## config.mk

```make
export PLATFORM = sky130hd
export DESIGN_NAME = twsio_core
export DESIGN_NICKNAME = d
export VERILOG_FILES = /design/src/core/twsio_pkg.sv /design/src/core/twsio_fifo.sv /design/src/core/twsio_core.sv
export VERILOG_INCLUDE_DIRS = /design/src /design/src/core
export SDC_FILE = /design/constraint.sdc
export NUM_CORES = 1
export LEC_CHECK = 0
export BUFFER_PORTS_ARGS = -buffer_cell sky130_fd_sc_hd__buf_2
export CAP_MARGIN = 0
export CORE_MARGIN = 5
export CORE_UTILIZATION = 39
export CTS_CLUSTER_SIZE = 16
export DETAILED_ROUTE_END_ITERATION = 16
export GPL_TIMING_DRIVEN = 0
export PLACE_DENSITY = 0.61
export SYNTH_ARGS = -nofsm -noshare
export SYNTH_HDL_FRONTEND = slang
export SYNTH_SLANG_ARGS = --single-unit
```

## constraint.sdc

```tcl
create_clock -name clk_in -period 4 [get_ports clk_in]
set_clock_uncertainty 0.2 [all_clocks]
set_input_delay 0.6 -clock clk_in [delete_from_list [all_inputs] [get_ports clk_in]]
set_output_delay 0.6 -clock clk_in [all_outputs]
set_load 0.01 [all_outputs]
```

## src/core/twsio_cfg.svh

```systemverilog
// Constants of the three-wire serial port: addresses, field positions, resets, counts
`ifndef TWSIO_CFG_SVH
`define TWSIO_CFG_SVH

`define TWSIO_MODE_ADDR       16'hff72
`define TWSIO_SHIFT_ADDR      16'hff70
`define TWSIO_MODE_RESET      8'h00
`define TWSIO_MODE_WMASK      8'h96
`define TWSIO_ENABLE_POS      7
`define TWSIO_COUNT_SEL_POS   4
`define TWSIO_FIRST_BIT_POS   2
`define TWSIO_CLK_SRC_POS     1
`define TWSIO_HALF_DIV4       3'd1
`define TWSIO_HALF_DIV8       3'd3
`define TWSIO_LAST_BIT        3'd7
`define TWSIO_FIFO_WIDTH      8
`define TWSIO_FIFO_DEPTH      8
`define TWSIO_IRQ_PRIORITY    4'h7
`define TWSIO_IRQ_VECTOR      16'h0012

`endif

```

## src/core/twsio_pkg.sv

```systemverilog
// Types shared by the three-wire serial port files
package twsio_pkg;

  typedef enum logic [1:0]
  {
    TWSIO_IDLE  = 2'b00,
    TWSIO_SHIFT = 2'b01,
    TWSIO_DONE  = 2'b11
  } twsio_state_t;

  typedef struct packed
  {
    logic        enable;
    logic        count_sel;
    logic        first_lsb;
    logic        clk_internal;
  } twsio_mode_t;

  typedef struct packed
  {
    logic [15:0] addr;
    logic        wr;
    logic        rd;
    logic        bit_op;
    logic [2:0]  bit_idx;
    logic [7:0]  wdata;
  } twsio_bus_t;

  typedef struct packed
  {
    twsio_state_t state;
    logic [7:0]   mode;
    logic [7:0]   shreg;
    logic         so;
    logic         sck;
    logic         sck_prev;
    logic [2:0]   div;
    logic [2:0]   bits;
    logic         irq;
    logic [7:0]   rdata;
  } twsio_regs_t;

endpackage

```

## src/core/twsio_fifo.sv

```systemverilog
// Receive FIFO with valid and ready on both sides
`timescale 1ns/1ps
`default_nettype none

module twsio_fifo
  import twsio_pkg::*;
#(
  parameter int WIDTH = 8,
  parameter int DEPTH = 8
)
(
  input  wire logic             clk_in,
  input  wire logic             rst_in,
  input  wire logic             in_valid_in,
  output logic                  in_ready_out,
  input  wire logic [WIDTH-1:0] in_data_in,
  output logic                  out_valid_out,
  input  wire logic             out_ready_in,
  output logic      [WIDTH-1:0] out_data_out
);

  localparam int AW = $clog2(DEPTH);

  typedef struct packed
  {
    logic [AW:0] wptr;
    logic [AW:0] rptr;
  } twsio_fifo_regs_t;

  twsio_fifo_regs_t s_q;
  twsio_fifo_regs_t s_d;
  logic [WIDTH-1:0] mem_q [DEPTH];
  logic             full;
  logic             empty;
  logic             push;
  logic             pop;

  assign full          = (s_q.wptr[AW] != s_q.rptr[AW]) && (s_q.wptr[AW-1:0] == s_q.rptr[AW-1:0]);
  assign empty         = (s_q.wptr == s_q.rptr);
  assign in_ready_out  = !full;
  assign out_valid_out = !empty;
  assign out_data_out  = mem_q[s_q.rptr[AW-1:0]];
  assign push          = in_valid_in && !full;
  assign pop           = out_ready_in && !empty;

  always_comb
  begin
    s_d = s_q;
    if (push)
    begin
      s_d.wptr = s_q.wptr + 1'b1;
    end
    if (pop)
    begin
      s_d.rptr = s_q.rptr + 1'b1;
    end
  end

  always_ff @(posedge clk_in)
  begin
    if (rst_in)
    begin
      s_q <= '0;
    end
    else
    begin
      s_q <= s_d;
    end
  end

  // Storage needs no reset; empty flag guards stale words
  always_ff @(posedge clk_in)
  begin
    if (push)
    begin
      mem_q[s_q.wptr[AW-1:0]] <= in_data_in;
    end
  end

endmodule

`default_nettype wire

```

## src/core/twsio_core.sv

```systemverilog
// Three-wire serial port: mode register, shift engine, receive buffering
`timescale 1ns/1ps
`default_nettype none
`include "twsio_cfg.svh"

module twsio_core
  import twsio_pkg::*;
(
  input  wire logic        clk_in,
  input  wire logic        rst_in,
  input  wire logic [15:0] bus_addr_in,
  input  wire logic        bus_wr_in,
  input  wire logic        bus_rd_in,
  input  wire logic        bus_bit_op_in,
  input  wire logic [2:0]  bus_bit_idx_in,
  input  wire logic [7:0]  bus_wdata_in,
  output logic      [7:0]  bus_rdata_out,
  input  wire logic        serial_clock_pin_in,
  output logic             serial_clock_pin_out,
  output logic             serial_clock_pin_oe_n_out,
  output logic             serial_out_pin_out,
  input  wire logic        serial_in_pin_in,
  output logic             transfer_done_irq_out,
  output logic      [3:0]  irq_priority_out,
  output logic      [15:0] irq_vector_out,
  output logic             busy_out,
  output logic             rx_valid_out,
  input  wire logic        rx_ready_in,
  output logic      [7:0]  rx_data_out
);

  twsio_regs_t s_q;
  twsio_regs_t s_d;
  twsio_bus_t  bus;
  twsio_mode_t mode;
  logic        fifo_ready;
  logic        fifo_push;
  logic        mode_sel;
  logic        shift_sel;

  // Falling edge: next bit to the output latch, register moves one place
  function automatic logic [8:0] shift_out(input logic [7:0] sh, input logic lsb_first);
    logic [8:0] r;
    r = '0;
    if (lsb_first)
    begin
      r = {sh[0], sh[7], sh[7:1]};
    end
    else
    begin
      r = {sh[7], sh[6:0], sh[0]};
    end
    return r;
  endfunction

  // Rising edge: serial input fills the vacated end
  function automatic logic [7:0] sample_in(input logic [7:0] sh, input logic lsb_first,
                                           input logic si);
    logic [7:0] r;
    r = sh;
    if (lsb_first)
    begin
      r[7] = si;
    end
    else
    begin
      r[0] = si;
    end
    return r;
  endfunction

  // Address match shared by the read, write and start paths
  function automatic logic is_reg(input logic [15:0] a, input logic [15:0] reg_addr);
    logic hit;
    hit = (a == reg_addr);
    return hit;
  endfunction

  // Pin edge from the previous and the present sample
  function automatic logic pin_edge(input logic prev, input logic cur, input logic rising);
    logic e;
    e = rising ? (!prev && cur) : (prev && !cur);
    return e;
  endfunction

  assign bus = '{addr: bus_addr_in, wr: bus_wr_in, rd: bus_rd_in, bit_op: bus_bit_op_in,
                 bit_idx: bus_bit_idx_in, wdata: bus_wdata_in};

  assign mode.enable       = s_q.mode[`TWSIO_ENABLE_POS];
  assign mode.count_sel    = s_q.mode[`TWSIO_COUNT_SEL_POS];
  assign mode.first_lsb    = s_q.mode[`TWSIO_FIRST_BIT_POS];
  assign mode.clk_internal = s_q.mode[`TWSIO_CLK_SRC_POS];

  assign mode_sel  = is_reg(bus.addr, `TWSIO_MODE_ADDR);
  assign shift_sel = is_reg(bus.addr, `TWSIO_SHIFT_ADDR);

  always_comb
  begin
    logic [8:0] so_sh;
    logic [2:0] half;
    logic       fall;
    logic       rise;
    logic       ext_fall;
    logic       ext_rise;
    so_sh    = '0;
    half     = mode.count_sel ? `TWSIO_HALF_DIV8 : `TWSIO_HALF_DIV4;
    fall     = 1'b0;
    rise     = 1'b0;
    // An outside clock edge is found against the pin sample of one cycle before, so each level must last one clock
    ext_fall = pin_edge(s_q.sck_prev, serial_clock_pin_in, 1'b0);
    ext_rise = pin_edge(s_q.sck_prev, serial_clock_pin_in, 1'b1);
    s_d          = s_q;
    s_d.irq      = 1'b0;
    s_d.sck_prev = serial_clock_pin_in;

    // Register reads answer one cycle later from a flip-flop
    if (bus.rd)
    begin
      if (mode_sel)
      begin
        s_d.rdata = bus.bit_op ? {7'h00, s_q.mode[bus.bit_idx]} : s_q.mode;
      end
      else if (shift_sel)
      begin
        s_d.rdata = s_q.shreg;
      end
      else
      begin
        s_d.rdata = 8'h00;
      end
    end

    // Mode writes; reserved bits stay zero whatever software writes
    if (bus.wr && mode_sel)
    begin
      if (bus.bit_op)
      begin
        s_d.mode[bus.bit_idx] = bus.wdata[0];
      end
      else
      begin
        s_d.mode = bus.wdata;
      end
      s_d.mode = s_d.mode & `TWSIO_MODE_WMASK;
    end

    unique case (s_q.state)
      TWSIO_IDLE:
      begin
        s_d.sck = 1'b1;
        s_d.div = 3'd0;
        // Only whole-byte writes load the shift register
        if (bus.wr && !bus.bit_op && shift_sel)
        begin
          s_d.shreg = bus.wdata;
          // A free buffer slot is needed at start so the done cycle can always push
          // A disabled write is stored but never armed for later
          if (mode.enable && fifo_ready &&
              (mode.clk_internal || serial_clock_pin_in))
          begin
            s_d.state = TWSIO_SHIFT;
            s_d.bits  = 3'd0;
          end
        end
      end
      TWSIO_SHIFT:
      begin
        // Shift register writes are not taken while shifting, which also freezes the
        // external-clock byte once loaded
        // Dropping the enable abandons the byte; nothing reaches the buffer
        if (!mode.enable)
        begin
          s_d.state = TWSIO_IDLE;
          s_d.sck   = 1'b1;
        end
        else
        begin
          if (mode.clk_internal)
          begin
            if (s_q.div == half)
            begin
              s_d.div = 3'd0;
              fall    = s_q.sck;
              rise    = !s_q.sck;
              s_d.sck = !s_q.sck;
            end
            else
            begin
              s_d.div = s_q.div + 3'd1;
            end
          end
          else
          begin
            fall = ext_fall;
            rise = ext_rise;
          end
          if (fall)
          begin
            so_sh     = shift_out(s_q.shreg, mode.first_lsb);
            s_d.so    = so_sh[8];
            s_d.shreg = so_sh[7:0];
          end
          if (rise)
          begin
            s_d.shreg = sample_in(s_q.shreg, mode.first_lsb, serial_in_pin_in);
            s_d.bits  = s_q.bits + 3'd1;
            if (s_q.bits == `TWSIO_LAST_BIT)
            begin
              s_d.state = TWSIO_DONE;
            end
          end
        end
      end
      TWSIO_DONE:
      begin
        // Received byte goes to the buffer in this cycle; room was checked at start
        s_d.irq   = 1'b1;
        s_d.state = TWSIO_IDLE;
      end
      // Unused state code falls back to idle
      default:
      begin
        s_d.state = TWSIO_IDLE;
      end
    endcase
  end

  always_ff @(posedge clk_in)
  begin
    if (rst_in)
    begin
      s_q.state    <= TWSIO_IDLE;
      s_q.mode     <= `TWSIO_MODE_RESET;
      s_q.so       <= 1'b1;
      s_q.sck      <= 1'b1;
      s_q.sck_prev <= 1'b1;
      s_q.div      <= 3'd0;
      s_q.bits     <= 3'd0;
      s_q.irq      <= 1'b0;
      s_q.rdata    <= 8'h00;
      // Shift register content is left undefined by reset
      s_q.shreg    <= s_d.shreg;
    end
    else
    begin
      s_q.state    <= s_d.state;
      s_q.mode     <= s_d.mode;
      s_q.so       <= s_d.so;
      s_q.sck      <= s_d.sck;
      s_q.sck_prev <= s_d.sck_prev;
      s_q.div      <= s_d.div;
      s_q.bits     <= s_d.bits;
      s_q.irq      <= s_d.irq;
      s_q.rdata    <= s_d.rdata;
      s_q.shreg    <= s_d.shreg;
    end
  end

  assign fifo_push = (s_q.state == TWSIO_DONE);

  // Full buffer holds off new transfers instead of losing a received byte
  twsio_fifo #(
    .WIDTH (`TWSIO_FIFO_WIDTH),
    .DEPTH (`TWSIO_FIFO_DEPTH)
  ) u_rx_fifo (
    .clk_in        (clk_in),
    .rst_in        (rst_in),
    .in_valid_in   (fifo_push),
    .in_ready_out  (fifo_ready),
    .in_data_in    (s_q.shreg),
    .out_valid_out (rx_valid_out),
    .out_ready_in  (rx_ready_in),
    .out_data_out  (rx_data_out)
  );

  assign bus_rdata_out             = s_q.rdata;
  assign serial_clock_pin_out      = s_q.sck;
  assign serial_clock_pin_oe_n_out = !(mode.enable && mode.clk_internal);
  assign serial_out_pin_out        = s_q.so;
  assign transfer_done_irq_out     = s_q.irq;
  assign irq_priority_out          = `TWSIO_IRQ_PRIORITY;
  assign irq_vector_out            = `TWSIO_IRQ_VECTOR;
  assign busy_out                  = (s_q.state != TWSIO_IDLE);

endmodule

`default_nettype wire

```

Yosys cells after proc, flatten, opt, wreduce, memory -nomap -nowiden

Memories as Yosys holds them, arrays and structs flattened. A register that Yosys moved wholly into a read port is not among the register bits.
Cells that the tools add are included.

Word-level logic and storage cells: 113
Register bits after elaboration: 40
Bits of input ports: 35
Output and inout bits: 42
ROM bits: 0
RAM bits: 64
Latch bits: 0
Memories kept: 1

Memory list:

| memory          | depth | width | read ports | clocked after memory_dff | wr ports | RTL line         | text |
|---|---|---|---|---|---|---|---|
| u_rx_fifo.mem_q | 8     | 8     | 1          | 1                        | 1        | twsio_fifo.sv:32 | `logic [WIDTH-1:0] mem_q [DEPTH];` |

Order comparisons: 2
Divide/modulo/power cells: 0
Equality and inequality tests: 18
Bitwise operators: 0
Multiplexer cells: 48
Add/sub/neg operators: 4
Shifts and indexed selects: 0
Reductions and logical operators: 28
Multiply operators: 0

Operator list:

| operator               | number |
|---|---|
| $mux W8                | 6 |
| $eq A16 B16 Y1 const B | 2 |
| $mux W9                | 3 |
| $mux W3                | 7 |
| $mux W1                | 18 |
| $pmux W8 S2            | 1 |
| $logic_and A1 B1 Y1    | 12 |
| $mux W2                | 6 |
| $ne A3 B3 Y1 const B   | 4 |
| $pmux W6 S2            | 1 |
| $ne A2 B2 Y1 const B   | 5 |
| $reduce_and A3 Y1      | 3 |
| $add A4 B1 Y4 const B  | 2 |
| $bwmux W8              | 1 |
| $logic_not A1 Y1       | 7 |
| $add A3 B1 Y3 const B  | 2 |
| $mux W6                | 1 |
| $reduce_and A5 Y1      | 1 |
| $eq A4 B4 Y1           | 1 |
| $lt A3 B4 Y1 const B   | 1 |
| $pmux W2 S2            | 1 |
| $reduce_and A4 Y1      | 1 |
| $reduce_bool A2 Y1     | 2 |
| $bmux W1 S3            | 1 |
| 11 further kinds       | 11 |

Longest topological paths before layout

Word-level depth: 10
Gate-level depth with buffers: 5
Depth with buffers taken out: 5

By module

A second synthesis with hierarchy kept.

Cells, all modules: 420
Area total of the unflattened synthesis: 5292.6 µm²

By module, submodules not included:

| module     | instances | seq. area each (µm²) | area an instance (µm²) | cells an instance |
|---|---|---|---|---|
| twsio_fifo | 1         | 2142.1               | 3171.8                 | 178 |
| twsio_core | 1         | 720.7                | 2120.8                 | 242 |

Worst setup path before layout

Ideal clock, no wire load.

Path type: input to register
From: input bus_addr_in[0]
To: register s_q[19] in the netlist's numbering (enable)
Data arrival time: 2.002 ns
Data required time: 3.450 ns
Cell stages on the path: 4
Buffers on the path: 0
Path slack: 1.449 ns
Setup time: 0.350 ns
Path through: or4b_4 > nor4_4 > a31oi_1 > nor2_1

Cells in the longest elaborated chain, start to end: 4

Ends and longest elaborated chain:

| element             | RTL line          | text |
|---|---|---|
| start, declared     | twsio_core.sv:11  | `input wire logic [15:0] bus_addr_in,` |
| $eq A16 B16 Y1      | twsio_core.sv:75  | `hit = (a == reg_addr);` |
| $logic_and A1 B1 Y1 | twsio_core.sv:153 | `if (bus.wr && !bus.bit_op && shift_sel)` |
| $mux W8             | twsio_core.sv:153 |  |
| $pmux W8 S2         | twsio_core.sv:147 | `unique case (s_q.state)` |
| end, declared       | twsio_core.sv:32  | `twsio_regs_t s_q;` |

Every way passes these cells.
A chain may end at the register's enable or synchronous reset.

==> metrics.cfg <==
[outcome]
status=finished clean

[synthesis]
syn_inst=406
syn_area_per_cell_um2=12.5
synth-edff-count=72
netlist_top_cells_count=edfxtp_1 (72), dfxtp_1 (35), buf_4 (28)
synth_area_leader_cell=edfxtp_1
ys_types=59
synth_warnings=0
ys_seq_area_frac=0.562
ys.flop_type=edfxtp_1
ys_seq_elements=107
async_flop_share=0
syn_area_um2=5090
synthMostInstantiatedCell=edfxtp_1
netlist.area_leader.share=0.425
synth_area_leaders=edfxtp_1 (42%), dfxtp_1 (14%), mux4_2 (7.1%)

[worst_setup_path]
r2r_cells=5
worstSetupPathType=reg -> out
cp.arrival_ns=2.40
r2r-start=s_q[34]
start_kind=register
cp_cell_sequence=clkbuf_1 -> clkbuf_1 -> mux4_2 -> mux2_2 -> buf_2
cp_max_fo=10
crit_path_end_kind=output pin
cp_num_buf_inv=3
crit_slowest_cell=clkbuf_1
required_ns=3.20
cp_common_cell=clkbuf_1
slowest_delay_ns=0.59
r2r_end=u_rx_fifo.mem_q[0][5]
cpLargestDelayFamily=buffers and inverters
reg2reg_slack_ns=1.02

[timing]
maxSlewViolCount=0
fmax_mhz=313
finalCritPeriodShare=0.799
rsz0062_at_grt=no
worst_pin_slew_ns=1.20
timing.hold.ws_ns=0.279
hold_viol=0
setup_viol=0
tns_ns=0
setup_ws_ns=0.805
finalCriticalPeriod_ns=3.20
relSlewSlack=0.195

[final_layout]
multi_input_area_um2=1980
area_delta_synth_final_pct=16.3
antenna_cells=0
fin_nets=528
drive_gt1_frac=0.290
ff_latch_area_um2=2860
stdcell_count=665
final_util=0.466
fillers=1200

[pwr]
power.leakage_nw=2.13
ir_worst_vdd_uv=201
power_per_cell_area_nw_per_um2=353

[global_route]
grt_pass1_vias=3507
grt_overflow=0
antenna_found_initial=0
grt_pass1_wl_um=18000
grt_use_total=0.141
grt_max_degree=20

[hold_path]
min_from=bus_rdata_out[5]
whs_endpoint=bus_rdata_out[5]
hp-class=reg -> reg
holdPathStages=2

[cts]
ctsResizeCount=0
cts_tree=yes
ctsRootBufferMaster=clkbuf_16
cts_buffers=9
clock_sinks=107
clk_path_buf_depth=2
clkTransAtPathRegs_ns=0.07
clkLatencyLatePin_ns=0.34
cts_setup_buffers=0
ctsHoldBuffers=0
cts.htree.levels=3

[placed_design]
numPortBuffers=53
dp_hpwl_um=7830
dp.cells=649
place.gp.congestion=0.817
pre_cts_ws_ns=0.844

[drt]
drtAntennaViolNets=0
route.detailed.drc=0
drt-pass1-iter-count=5
drt-total-wl_um=10700
via_per_inst=5.19
wl_per_cell_um=16.0
drt_iter0_drc=199
vias=3452

[floorplanning]
start_util=0.400
die_h_um=124
ios=77
dieArea_um2=15400
die_w_um=124
core_um2=12700
fp-row-count=41

[job]
maxCapViolCount=0

-- power by group --
group | switching [mW] | internal [mW]
Sequential | 0.00139 | 1.17
Combinational | 0.0497 | 0.0411
Clock | 0.402 | 0.431
Total | 0.453 | 1.64
-- registers in the layout (all words and copies together) (netlist names), named ones only --
name                   flops
u_rx_fifo.mem_q           64
s_q                       17
bus_rdata_out              8
u_rx_fifo.s_q              8
mode                       4
serial_clock_pin_out       1
serial_out_pin_out         1
transfer_done_irq_out      1
-- cell type report --
| cell class | count | share of cell area |
|---|---|---|
| Tap cell | 172 | 0.0363 |
| Inverter | 6 | 0.00380 |
| Clock buffer | 10 | 0.0386 |
| Sequential cell | 107 | 0.483 |
| Clock inverter | 6 | 0.00845 |
| Timing Repair Buffer | 53 | 0.0448 |
| Buffer | 50 | 0.0503 |
| Multi-Input combinational cell | 261 | 0.335 |
-- worst register-to-register path, delay by kind of cell (launching register included) --
kind                   cells  cell delay [ns]
and+or+nand+nor            3             1.32
buffers and inverters      1             0.32
DFF                        1             0.31
AOI/OAI and AO/OA          1             0.45
-- metal layers --
metal,part of all wire,vias up,GRT usage
met4,0.011,0,0.0335
met5,0,-,0
met1,0.46,1681,0.190
li1,-,1654,-
met3,0.051,12,0.0343
met2,0.47,105,0.231
-- cells by family after synthesis --
group / after synthesis / synth area share
simple gates: 116 / 0.128
other cells: 2 / 0.00147
flops: 107 / 0.562
buf+inv: 56 / 0.0629
mux: 34 / 0.108
fa+ha+maj: 5 / 0.0123
compound gates: 76 / 0.107
xor+xnor: 10 / 0.0172
-- worst max path at each step --
stage / start / to / slack [ns] / depth (start not counted)
2_1_floorplan: bus_addr_in[0] / s_q[19] / 1.45 / 4
3_3_place_gp: s_q[34] / u_rx_fifo.mem_q[4][5] / 0.84 / 5
3_5_place_dp: s_q[34] / u_rx_fifo.mem_q[4][6] / 0.84 / 5
4_1_cts: register / rx_data_out[5] / 0.73 / 5
5_1_grt: register / rx_data_out[5] / 0.66 / 5
6_report: register / rx_data_out[5] / 0.80 / 5
-- cells in the final DEF, fill, tap and decap left out, types with 15 or more instances in the layout --
| cell type | synthesis | layout |
|---|---|---|
| buf_2 | 4 | 57 |
| buf_4 | 28 | 28 |
| clkbuf_1 | 14 | 15 |
| conb_1 | 2 | 20 |
| dfxtp_1 | 35 | 35 |
| edfxtp_1 | 72 | 72 |
| mux4_2 | 16 | 16 |
| nand2_1 | 23 | 23 |
| nand3_1 | 16 | 16 |
| nor2_1 | 22 | 22 |
| o21ai_0 | 16 | 16 |
-- stage by stage --
step | power, mW | area, um^2
floorplan | 1.25 | 5160
global placement | 1.28 | 5640
detailed placement | 1.28 | 5640
CTS | 2.11 | 5920
global route | 2.17 | 5920
finish | 2.09 | 5920
Power figures use the tool's default switching activity.
